[src/core/cxpcfg_pkg.sv]
// register map, field widths and encodings of the link config/status bank
// assumes a 32-bit Avalon-MM slave with byte addresses, one word per register
package cxpcfg_pkg;
  localparam int unsigned CXPCFG_AW = 8;
  // byte offsets
  localparam logic [7:0] OFS_SPEED       = 8'h00;
  localparam logic [7:0] OFS_SPEED_MAX   = 8'h04;
  localparam logic [7:0] OFS_LANES       = 8'h08;
  localparam logic [7:0] OFS_LANES_MAX   = 8'h0C;
  localparam logic [7:0] OFS_PAT_MODE    = 8'h10;
  localparam logic [7:0] OFS_PAT_LEVEL   = 8'h14;
  localparam logic [7:0] OFS_PROF_SEL    = 8'h18;
  localparam logic [7:0] OFS_PROF_LOAD   = 8'h1C;
  localparam logic [7:0] OFS_PROF_SAVE   = 8'h20;
  localparam logic [7:0] OFS_PROF_BOOT   = 8'h24;
  localparam logic [7:0] OFS_PROF_ACT    = 8'h28;
  localparam logic [7:0] OFS_ACQ         = 8'h2C;
  localparam logic [7:0] OFS_FROZEN      = 8'h30;
  localparam logic [7:0] OFS_LANE_SEL    = 8'h34;
  localparam logic [7:0] OFS_TEST_TX     = 8'h38;
  localparam logic [7:0] OFS_LAST_ERR    = 8'h3C;
  localparam logic [7:0] OFS_KCODE_ERR   = 8'h40;
  localparam logic [7:0] OFS_DISP_ERR    = 8'h44;
  localparam logic [7:0] OFS_PROTO_ERR   = 8'h48;
  localparam logic [7:0] OFS_H_SIZE      = 8'h4C;
  localparam logic [7:0] OFS_H_OFFSET    = 8'h50;
  localparam logic [7:0] OFS_V_SIZE      = 8'h54;
  localparam logic [7:0] OFS_V_OFFSET    = 8'h58;
  localparam logic [7:0] OFS_PIX_FMT     = 8'h5C;
  localparam logic [7:0] OFS_RESTART     = 8'h60;
  // encodings
  localparam logic [2:0]  SPEED_MIN      = 3'h2;
  localparam logic [2:0]  SPEED_MAX_DEF  = 3'h4;
  localparam logic [0:0]  LANES_MAX_DEF  = 1'h1;
  localparam logic [1:0]  PAT_OFF        = 2'h0;
  localparam logic [11:0] PAT_LEVEL_MAX  = 12'hFFF;
  localparam logic [1:0]  PROF_DEFAULT   = 2'h0;
  localparam logic [1:0]  PROF_LAST      = 2'h2;
  localparam logic [31:0] ZERO_WORD      = 32'h0000_0000;
  localparam logic [31:0] UNMAPPED_WORD  = 32'h0000_0000;
endpackage : cxpcfg_pkg

[src/core/cxpcfg_bank.sv]
// configuration and status register bank of the coaxial camera link
// assumes one 20 MHz clock; status/event inputs come from the same domain
// except acquisition/grab levels, which are synchronised here
//
// Summary of operation
// - count test packets on each lane; read back the lane picked by lane_select
// - hold last low-speed link protocol error code, read only
// - count 8b10b control-character errors; host write of zero clears
// - count running-disparity errors; host write of zero clears
// - count link protocol errors; host write of zero clears
// - read-only image size, offset and pixel format
// - speed grade 2/3/4; link takes the boot profile's grade, only at reset or restart
// - lane count 0 one lane, 1 two lanes; link takes the boot profile's count at restart
// - read-only max speed grade bounds the speed setting
// - read-only max lane count bounds the lane setting
// - pattern generator: off plus three pattern modes
// - pattern brightness 0 to 4095
// - profile select 0 default, 1 and 2 user sets
// - load command copies selected set into active settings
// - save command stores active settings under selected set 1 or 2; set 0 is protected
// - every reset clears boot select and user sets, then loads factory set 0
// - report loaded profile, updated by load and restart
// - acquisition status reads 1 while streaming
// - frozen flag reads 1 while grabbing
// - lane_select ranges 0 to max lane count
`timescale 1ns/1ps
`default_nettype none
module cxpcfg_bank
  import cxpcfg_pkg::*;
#(
  parameter int unsigned CNT_W = 32,
  parameter logic [2:0]  SPEED_MAX_P = SPEED_MAX_DEF,
  parameter logic [0:0]  LANES_MAX_P = LANES_MAX_DEF
)(
  input  wire logic                i_ref_clk,
  input  wire logic                i_rst_n,
  input  wire logic [CXPCFG_AW-1:0] i_avs_address,
  input  wire logic                i_avs_read,
  input  wire logic                i_avs_write,
  input  wire logic [31:0]         i_avs_writedata,
  input  wire logic [3:0]          i_avs_byteenable,
  output logic [31:0]              o_avs_readdata,
  output logic                     o_avs_waitrequest,
  input  wire logic [1:0]          i_test_tx_pulse,
  input  wire logic                i_kcode_err,
  input  wire logic                i_disp_err,
  input  wire logic                i_proto_err,
  input  wire logic [7:0]          i_proto_err_code,
  input  wire logic [15:0]         i_h_size,
  input  wire logic [15:0]         i_h_offset,
  input  wire logic [15:0]         i_v_size,
  input  wire logic [15:0]         i_v_offset,
  input  wire logic [15:0]         i_pix_fmt,
  input  wire logic                i_streaming,
  input  wire logic                i_grabbing,
  output logic [2:0]               o_speed_active,
  output logic                     o_lanes_active,
  output logic [1:0]               o_pat_mode,
  output logic [11:0]              o_pat_level,
  output logic                     o_save_req,
  output logic [1:0]               o_save_slot,
  output logic                     o_restart
);

  // stored user sets: speed, lanes, pattern mode, pattern level
  typedef struct packed {
    logic [2:0]  speed;
    logic        lanes;
    logic [1:0]  mode;
    logic [11:0] level;
  } cxpcfg_set_t;

  typedef enum logic [1:0] {
    CXPCFG_IDLE,
    CXPCFG_ACK
  } cxpcfg_bus_t;

  function automatic logic [CNT_W-1:0] sat_inc(input logic [CNT_W-1:0] v);
    sat_inc = (&v) ? v : v + 1'b1;
  endfunction : sat_inc

  function automatic logic [31:0] zx16(input logic [15:0] v);
    zx16 = {16'h0000, v};
  endfunction : zx16

  cxpcfg_bus_t      bus_st;
  cxpcfg_set_t      nv_set [0:2];
  logic [2:0]       speed_cfg;
  logic             lanes_cfg;
  logic [1:0]       pat_mode;
  logic [11:0]      pat_level;
  logic [1:0]       prof_sel;
  logic [1:0]       prof_boot;
  logic [2:0]       prof_active;
  logic             lane_sel;
  logic [CNT_W-1:0] test_tx_cnt [0:1];
  logic [7:0]       last_err;
  logic [CNT_W-1:0] kcode_cnt;
  logic [CNT_W-1:0] disp_cnt;
  logic [CNT_W-1:0] proto_cnt;
  logic [1:0]       strm_sync;
  logic [1:0]       grab_sync;
  logic             boot_pend;
  logic             wr_go;
  logic             rd_go;
  logic             wr_zero;
  logic [31:0]      wd;
  logic [31:0]      next_rdata;
  cxpcfg_set_t      cur_set;

  // one wait cycle gives the read mux a registered output
  assign wr_go   = (bus_st == CXPCFG_ACK) && i_avs_write;
  assign rd_go   = (bus_st == CXPCFG_ACK) && i_avs_read;
  assign wd      = i_avs_writedata;
  assign wr_zero = (wd == ZERO_WORD) && (&i_avs_byteenable);
  assign cur_set = '{speed: speed_cfg, lanes: lanes_cfg,
                     mode: pat_mode, level: pat_level};

  always_ff @(posedge i_ref_clk or negedge i_rst_n)
  begin
    if (!i_rst_n)
    begin
      bus_st            <= CXPCFG_IDLE;
      o_avs_waitrequest <= 1'b1;
    end
    else
    begin
      case (bus_st)
        CXPCFG_IDLE:
        begin
          if ((i_avs_read || i_avs_write) && !boot_pend)
          begin
            bus_st            <= CXPCFG_ACK;
            o_avs_waitrequest <= 1'b0;
          end
        end
        CXPCFG_ACK:
        begin
          bus_st            <= CXPCFG_IDLE;
          o_avs_waitrequest <= 1'b1;
        end
        default:
        begin
          bus_st            <= CXPCFG_IDLE;
          o_avs_waitrequest <= 1'b1;
        end
      endcase
    end
  end

  always_comb
  begin
    next_rdata = UNMAPPED_WORD;
    case (i_avs_address)
      OFS_SPEED:     next_rdata = {29'h0, speed_cfg};
      OFS_SPEED_MAX: next_rdata = {29'h0, SPEED_MAX_P};
      OFS_LANES:     next_rdata = {31'h0, lanes_cfg};
      OFS_LANES_MAX: next_rdata = {31'h0, LANES_MAX_P};
      OFS_PAT_MODE:  next_rdata = {30'h0, pat_mode};
      OFS_PAT_LEVEL: next_rdata = {20'h0, pat_level};
      OFS_PROF_SEL:  next_rdata = {30'h0, prof_sel};
      OFS_PROF_BOOT: next_rdata = {30'h0, prof_boot};
      OFS_PROF_ACT:  next_rdata = {29'h0, prof_active};
      OFS_ACQ:       next_rdata = {31'h0, strm_sync[1]};
      OFS_FROZEN:    next_rdata = {31'h0, grab_sync[1]};
      OFS_LANE_SEL:  next_rdata = {31'h0, lane_sel};
      OFS_TEST_TX:   next_rdata = 32'(test_tx_cnt[lane_sel]);
      OFS_LAST_ERR:  next_rdata = {24'h0, last_err};
      OFS_KCODE_ERR: next_rdata = 32'(kcode_cnt);
      OFS_DISP_ERR:  next_rdata = 32'(disp_cnt);
      OFS_PROTO_ERR: next_rdata = 32'(proto_cnt);
      OFS_H_SIZE:    next_rdata = zx16(i_h_size);
      OFS_H_OFFSET:  next_rdata = zx16(i_h_offset);
      OFS_V_SIZE:    next_rdata = zx16(i_v_size);
      OFS_V_OFFSET:  next_rdata = zx16(i_v_offset);
      OFS_PIX_FMT:   next_rdata = zx16(i_pix_fmt);
      default:       next_rdata = UNMAPPED_WORD;
    endcase
  end

  always_ff @(posedge i_ref_clk or negedge i_rst_n)
  begin
    if (!i_rst_n)
      o_avs_readdata <= ZERO_WORD;
    else if ((bus_st == CXPCFG_IDLE) && i_avs_read)
      o_avs_readdata <= next_rdata;
  end

  // status levels cross in from the acquisition domain
  always_ff @(posedge i_ref_clk or negedge i_rst_n)
  begin
    if (!i_rst_n)
    begin
      strm_sync <= 2'b00;
      grab_sync <= 2'b00;
    end
    else
    begin
      strm_sync <= {strm_sync[0], i_streaming};
      grab_sync <= {grab_sync[0], i_grabbing};
    end
  end

  // live settings; boot_pend applies the boot profile after reset
  always_ff @(posedge i_ref_clk or negedge i_rst_n)
  begin
    if (!i_rst_n)
    begin
      boot_pend   <= 1'b1;
      speed_cfg   <= SPEED_MIN;
      lanes_cfg   <= 1'b0;
      pat_mode    <= PAT_OFF;
      pat_level   <= 12'h000;
      prof_active <= 3'h0;
    end
    else if (boot_pend || o_restart)
    begin
      boot_pend   <= 1'b0;
      speed_cfg   <= nv_set[prof_boot].speed;
      lanes_cfg   <= nv_set[prof_boot].lanes;
      pat_mode    <= nv_set[prof_boot].mode;
      pat_level   <= nv_set[prof_boot].level;
      prof_active <= {1'b0, prof_boot};
    end
    else if (wr_go && i_avs_address == OFS_PROF_LOAD)
    begin
      speed_cfg   <= nv_set[prof_sel].speed;
      lanes_cfg   <= nv_set[prof_sel].lanes;
      pat_mode    <= nv_set[prof_sel].mode;
      pat_level   <= nv_set[prof_sel].level;
      prof_active <= {1'b0, prof_sel};
    end
    else if (wr_go)
    begin
      case (i_avs_address)
        OFS_SPEED:
          if (wd[2:0] >= SPEED_MIN && wd[2:0] <= SPEED_MAX_P
              && wd[31:3] == 29'h0)
            speed_cfg <= wd[2:0];
        OFS_LANES:
          if (wd[0] <= LANES_MAX_P && wd[31:1] == 31'h0)
            lanes_cfg <= wd[0];
        OFS_PAT_MODE:
          pat_mode  <= wd[1:0];
        OFS_PAT_LEVEL:
          if (wd[11:0] <= PAT_LEVEL_MAX && wd[31:12] == 20'h0)
            pat_level <= wd[11:0];
        default:
          ;
      endcase
    end
  end

  // speed and lane count reach the link only after reset or at restart
  always_ff @(posedge i_ref_clk or negedge i_rst_n)
  begin
    if (!i_rst_n)
    begin
      o_speed_active <= SPEED_MIN;
      o_lanes_active <= 1'b0;
      o_pat_mode     <= PAT_OFF;
      o_pat_level    <= 12'h000;
    end
    else
    begin
      if (boot_pend || o_restart)
      begin
        o_speed_active <= nv_set[prof_boot].speed;
        o_lanes_active <= nv_set[prof_boot].lanes;
      end
      o_pat_mode  <= pat_mode;
      o_pat_level <= pat_level;
    end
  end

  // selectors and restart pulse
  always_ff @(posedge i_ref_clk or negedge i_rst_n)
  begin
    if (!i_rst_n)
    begin
      prof_sel  <= PROF_DEFAULT;
      prof_boot <= PROF_DEFAULT;
      lane_sel  <= 1'b0;
      o_restart <= 1'b0;
    end
    else
    begin
      o_restart <= wr_go && (i_avs_address == OFS_RESTART);
      if (wr_go && wd[31:2] == 30'h0 && wd[1:0] <= PROF_LAST)
      begin
        if (i_avs_address == OFS_PROF_SEL)
          prof_sel <= wd[1:0];
        if (i_avs_address == OFS_PROF_BOOT)
          prof_boot <= wd[1:0];
      end
      if (wr_go && i_avs_address == OFS_LANE_SEL
          && wd[31:1] == 31'h0 && wd[0] <= LANES_MAX_P)
        lane_sel <= wd[0];
    end
  end

  // non-volatile image kept in flops; slot 0 is the factory set
  always_ff @(posedge i_ref_clk or negedge i_rst_n)
  begin
    if (!i_rst_n)
    begin
      for (int i = 0; i < 3; i++)
        nv_set[i] <= '{speed: SPEED_MIN, lanes: 1'b0,
                       mode: PAT_OFF, level: 12'h000};
      o_save_req  <= 1'b0;
      o_save_slot <= PROF_DEFAULT;
    end
    else
    begin
      o_save_req <= 1'b0;
      // factory slot is write protected
      if (wr_go && i_avs_address == OFS_PROF_SAVE
          && prof_sel != PROF_DEFAULT)
      begin
        nv_set[prof_sel] <= cur_set;
        o_save_req       <= 1'b1;
        o_save_slot      <= prof_sel;
      end
    end
  end

  // test counters and error counters; events win over a clearing write
  always_ff @(posedge i_ref_clk or negedge i_rst_n)
  begin
    if (!i_rst_n)
    begin
      test_tx_cnt[0] <= '0;
      test_tx_cnt[1] <= '0;
      last_err       <= 8'h00;
      kcode_cnt      <= '0;
      disp_cnt       <= '0;
      proto_cnt      <= '0;
    end
    else
    begin
      for (int l = 0; l < 2; l++)
        if (i_test_tx_pulse[l])
          test_tx_cnt[l] <= test_tx_cnt[l] + 1'b1;
      if (i_proto_err)
        last_err <= i_proto_err_code;
      if (i_kcode_err)
        kcode_cnt <= sat_inc(kcode_cnt);
      else if (wr_go && i_avs_address == OFS_KCODE_ERR && wr_zero)
        kcode_cnt <= '0;
      if (i_disp_err)
        disp_cnt <= sat_inc(disp_cnt);
      else if (wr_go && i_avs_address == OFS_DISP_ERR && wr_zero)
        disp_cnt <= '0;
      if (i_proto_err)
        proto_cnt <= sat_inc(proto_cnt);
      else if (wr_go && i_avs_address == OFS_PROTO_ERR && wr_zero)
        proto_cnt <= '0;
    end
  end
endmodule : cxpcfg_bank
`default_nettype wire

[config.mk]
export PLATFORM = sky130hd
export DESIGN_NAME = cxpcfg_bank
export DESIGN_NICKNAME = d
export VERILOG_FILES = /design/src/core/cxpcfg_pkg.sv /design/src/core/cxpcfg_bank.sv
export SDC_FILE = /design/constraint.sdc
export NUM_CORES = 1
export LEC_CHECK = 0
export ABC_AREA = 1
export CAP_MARGIN = 20
export CORE_ASPECT_RATIO = 1.75
export CORE_MARGIN = 2
export CORE_UTILIZATION = 35
export CTS_CLUSTER_DIAMETER = 80
export CTS_CLUSTER_SIZE = 12
export DETAILED_ROUTE_END_ITERATION = 8
export DONT_BUFFER_PORTS = 1
export PLACE_DENSITY = 0.54
export SLEW_MARGIN = 20
export SYNTH_ARGS = -nofsm -noshare
export SYNTH_HDL_FRONTEND = slang
export SYNTH_SLANG_ARGS = --single-unit
export TNS_END_PERCENT = 50
[constraint.sdc]
create_clock -name i_ref_clk -period 2.96 [get_ports i_ref_clk]
set_input_delay 0.296 -clock i_ref_clk [delete_from_list [all_inputs] [get_ports i_ref_clk]]
set_output_delay 0.296 -clock i_ref_clk [all_outputs]
set_load 0.05 [all_outputs]
==> summary.md <==
| Metric | Value |
|---|---|
| Failing checks | negative hold slack |
| Clock Tree Buf Depth | 3 |
| Post-Route WL | 76.6 mm |
| Max Slew Vio Count | 0 |
| WP data required | 3.43 ns |
| Clock sinks | 308 |
| Leakage | 0.00963 uW |
| Highest-count cells in the layout ignoring fill and taps | nand2_1, nor2_1, dfrtp_1 |
| Via/cell ratio | 5.32 |
| Total core area | 0.0525 mm^2 |
| Drt pass-1 iters | 8 |
| GR Layer Usage met2 | 49.4% |
| Post-synthesis sequential area ratio | 41.4% |
| Clock latency on the worst-skew pair | 0.59 ns |
| #FFs+latches synth | 308 |
| Hold_ws | -0.587 ns |
| Routing usage on met3 | 3.74% |
| Min Tclk post-route | 2.59 ns |
| Initial drt markers | 1606 |
| Area grow syn2layout | 10.1% |
| Remaining antenna violation count after routing | 0 |
| Worst-path clk slew | 0.07 ns |
| Total setup buffers inserted after CTS | 0 |
| Synthesized instance count | 2742 |
| CTS Root Cell | clkbuf_16 |
| H-tree depth | 1 |
| Average cell area after synthesis | 6.79 um^2 |
| Critical Path AT | 3.07 ns |
| RSZ-0062 raised after global routing | false |
| # resized after CTS | 0 |
| Die area | 0.0551 mm^2 |
| Final Core Density | 39.0% |
| Gr usage total | 27.5% |
| Fin nets | 2897 |
| Max cap viols | 0 |
| Max IR drop VDD | 0.000437 V |
| Yosys cell types | 47 |
| Synth top area share | 40.4% |
| Worst hold path type | in2async |
| Power Density | 489 mW/mm^2 |
| Vias in the first global route | 18.0k |
| Initial Utilization | 35.5% |
| Period utilization | 87.6% |
| Status | finished with violations |
| Most area-consuming cells after synthesis | dfrtp_1, nand2_1, nor2_1 |
| Routed len/inst | 22.2 um |
| GPL Wtd Cong | 0.978 |
| Vias | 18.4k |
| DIE WIDTH | 178 um |
| IO Pins | 198 |
| Die Y | 309 um |
| Port Buffer Count | 0 |
| Clock Skew | 0.0179 ns |
| Setup TNS | 0 ns |
| Total CTS buffers | 29 |
| Drt drc | 0 |
| Initial antenna violation count | 2 |
| Synth Cell Area | 0.0186 mm^2 |
| Post-CTS Hold Buffers | 25 |
| Slew margin rel. | 43.5% |
| Commonest non-fill, non-tap cell in the layout | nand2_1 |
| Synth area leader | dfrtp_1 |
| Crit start category | flop |
| Share of layout cells above drive strength 1 | 6.02% |
| Final hold vios | 308 |
| Synth Warn # | 0 |
| DP Wirelength | 59.2 mm |
| CP endpoint kind | flop |
| Met1 usage | 30.8% |
| Critical path class | reg2reg |
| Worst-Margin Slew | 0.847 ns |
| Syn_nets | 2890 |
| Final setup vio count | 0 |
| Cell Rows | 111 |
| Grt peak-use layer | met2 |
| F_max | 385 MHz |
| GRT overflow | 0 |
| Largest net degree at the start of global routing | 309 |
| CTS tree | yes |
| First-pass GRT wire length | 113 mm |
| Worst-path fanout max | 22 |
==> metal layers <==
layer  up-vias  part of all wire [%]  wire (um)
li1       8719                     -          -
met1      8786                    37      28600
met2       663                    51      38900
met3       202                   5.1       3940
met4         0                   6.8       5200
met5         -                     0          0
==> worst max-delay path: stages, from the launching register on <==
cell and delay [ns]:
dfrtp_1 0.40, nand2_1 0.28, inv_2 0.25, nand2_2 0.12
nor3_4 0.48, nand3_2 0.57, a21oi_1 0.31, inv_1 0.06
==> sequential cells by signal (all words and copies together), names as in the netlist, 8 cells and up <==
signal / flops
test_tx_cnt: 64
pat_level: 12
o_pat_level: 12
proto_cnt: 32
nv_set: 54
kcode_cnt: 32
disp_cnt: 32
last_err: 8
o_avs_readdata: 32
==> where the power goes <==
| group | switching, uW | leakage [uW] | total, uW | internal [uW] |
|---|---|---|---|---|
| logic | 831 | 0.00519 | 1210 | 377 |
| clock network | 1790 | 0.000403 | 3720 | 1930 |
| registers | 539 | 0.00403 | 5090 | 4550 |
| total | 3160 | 0.00963 | 10000 | 6860 |
==> worst paths after layout <==
kind	start	endpoint	slack (ns)	cells after the start
worst max-delay path	bus_st[0]	nv_set[5]	0.37	7
worst min-delay path	i_rst_n	o_speed_active[2]	-0.59	0
worst max register to register	bus_st[0]	nv_set[5]	0.37	7
worst min register to register	strm_sync[0]	strm_sync[1]	0.35	0
max in group asynchronous	i_rst_n	nv_set[45]	2.84	0
min in group i_ref_clk	i_v_offset[5]	o_avs_readdata[5]	0.03	6
==> synth_stat cells, drive strengths merged <==
| cell type | count |
|---|---|
| nor3 | 98 |
| conb | 1 |
| a32oi | 1 |
| ha | 5 |
| dfstp | 7 |
| o22ai | 5 |
| nand2 | 992 |
| mux2i | 7 |
| a21o | 2 |
| inv | 276 |
| xor2 | 62 |
| nand4 | 35 |
| and3 | 3 |
| and2 | 1 |
| nor2 | 330 |
| buf | 39 |
| nand3 | 216 |
| o31ai | 1 |
| clkinv | 5 |
| o2111ai | 13 |
| clkbuf | 56 |
| nor4 | 1 |
| a21oi | 43 |
| dfrtp | 301 |
| or2 | 5 |
| o211ai | 12 |
| nand2b | 1 |
| o21bai | 1 |
| a221oi | 2 |
| nor3b | 2 |
| o21ai | 197 |
| a31oi | 1 |
| xnor2 | 11 |
| nand3b | 10 |
==> through the flow <==
step                setup slack [ns]  instances  power (uW)  area [um^2]  hold WS [ns]
finish                         0.366       3451       10000        20500        -0.587
global route                   0.266       3450       10400        20500        -0.610
CTS                            0.402       3450       10100        20500        -0.613
detailed placement             0.404       3371        6310        19400        0.0197
global placement               0.445       3371        6270        19400        0.0201
floorplan                       1.16       2742        5810        18600      0.000409
==> cell families (layout without fill, tap and decap cells) <==
family | count (synthesis) | count (layout) | synth area share (%)
AND/OR/NAND/NOR | 1694 | 1694 | 37.8
buffers and inverters | 376 | 406 | 8.12
flip-flops | 308 | 308 | 41.4
AO/OA/AOI/OAI | 278 | 278 | 8.45
XOR/XNOR | 73 | 73 | 3.43
multiplexers | 7 | 7 | 0.376
adder cells (fa/ha/maj) | 5 | 5 | 0.336
other | 1 | 2 | 0.0201
==> cell type report <==
class                   count  area, um^2
repair buffers             71         618
diodes                      1        2.50
clock buffers              52         812
fillers                  5690       32000
inverters                 281        1050
flip-flops and latches    308        7720
well taps                 678         848
multi-input cells        2058        9410
clock inverters             2        38.8
(Power assumes the default switching activity.)
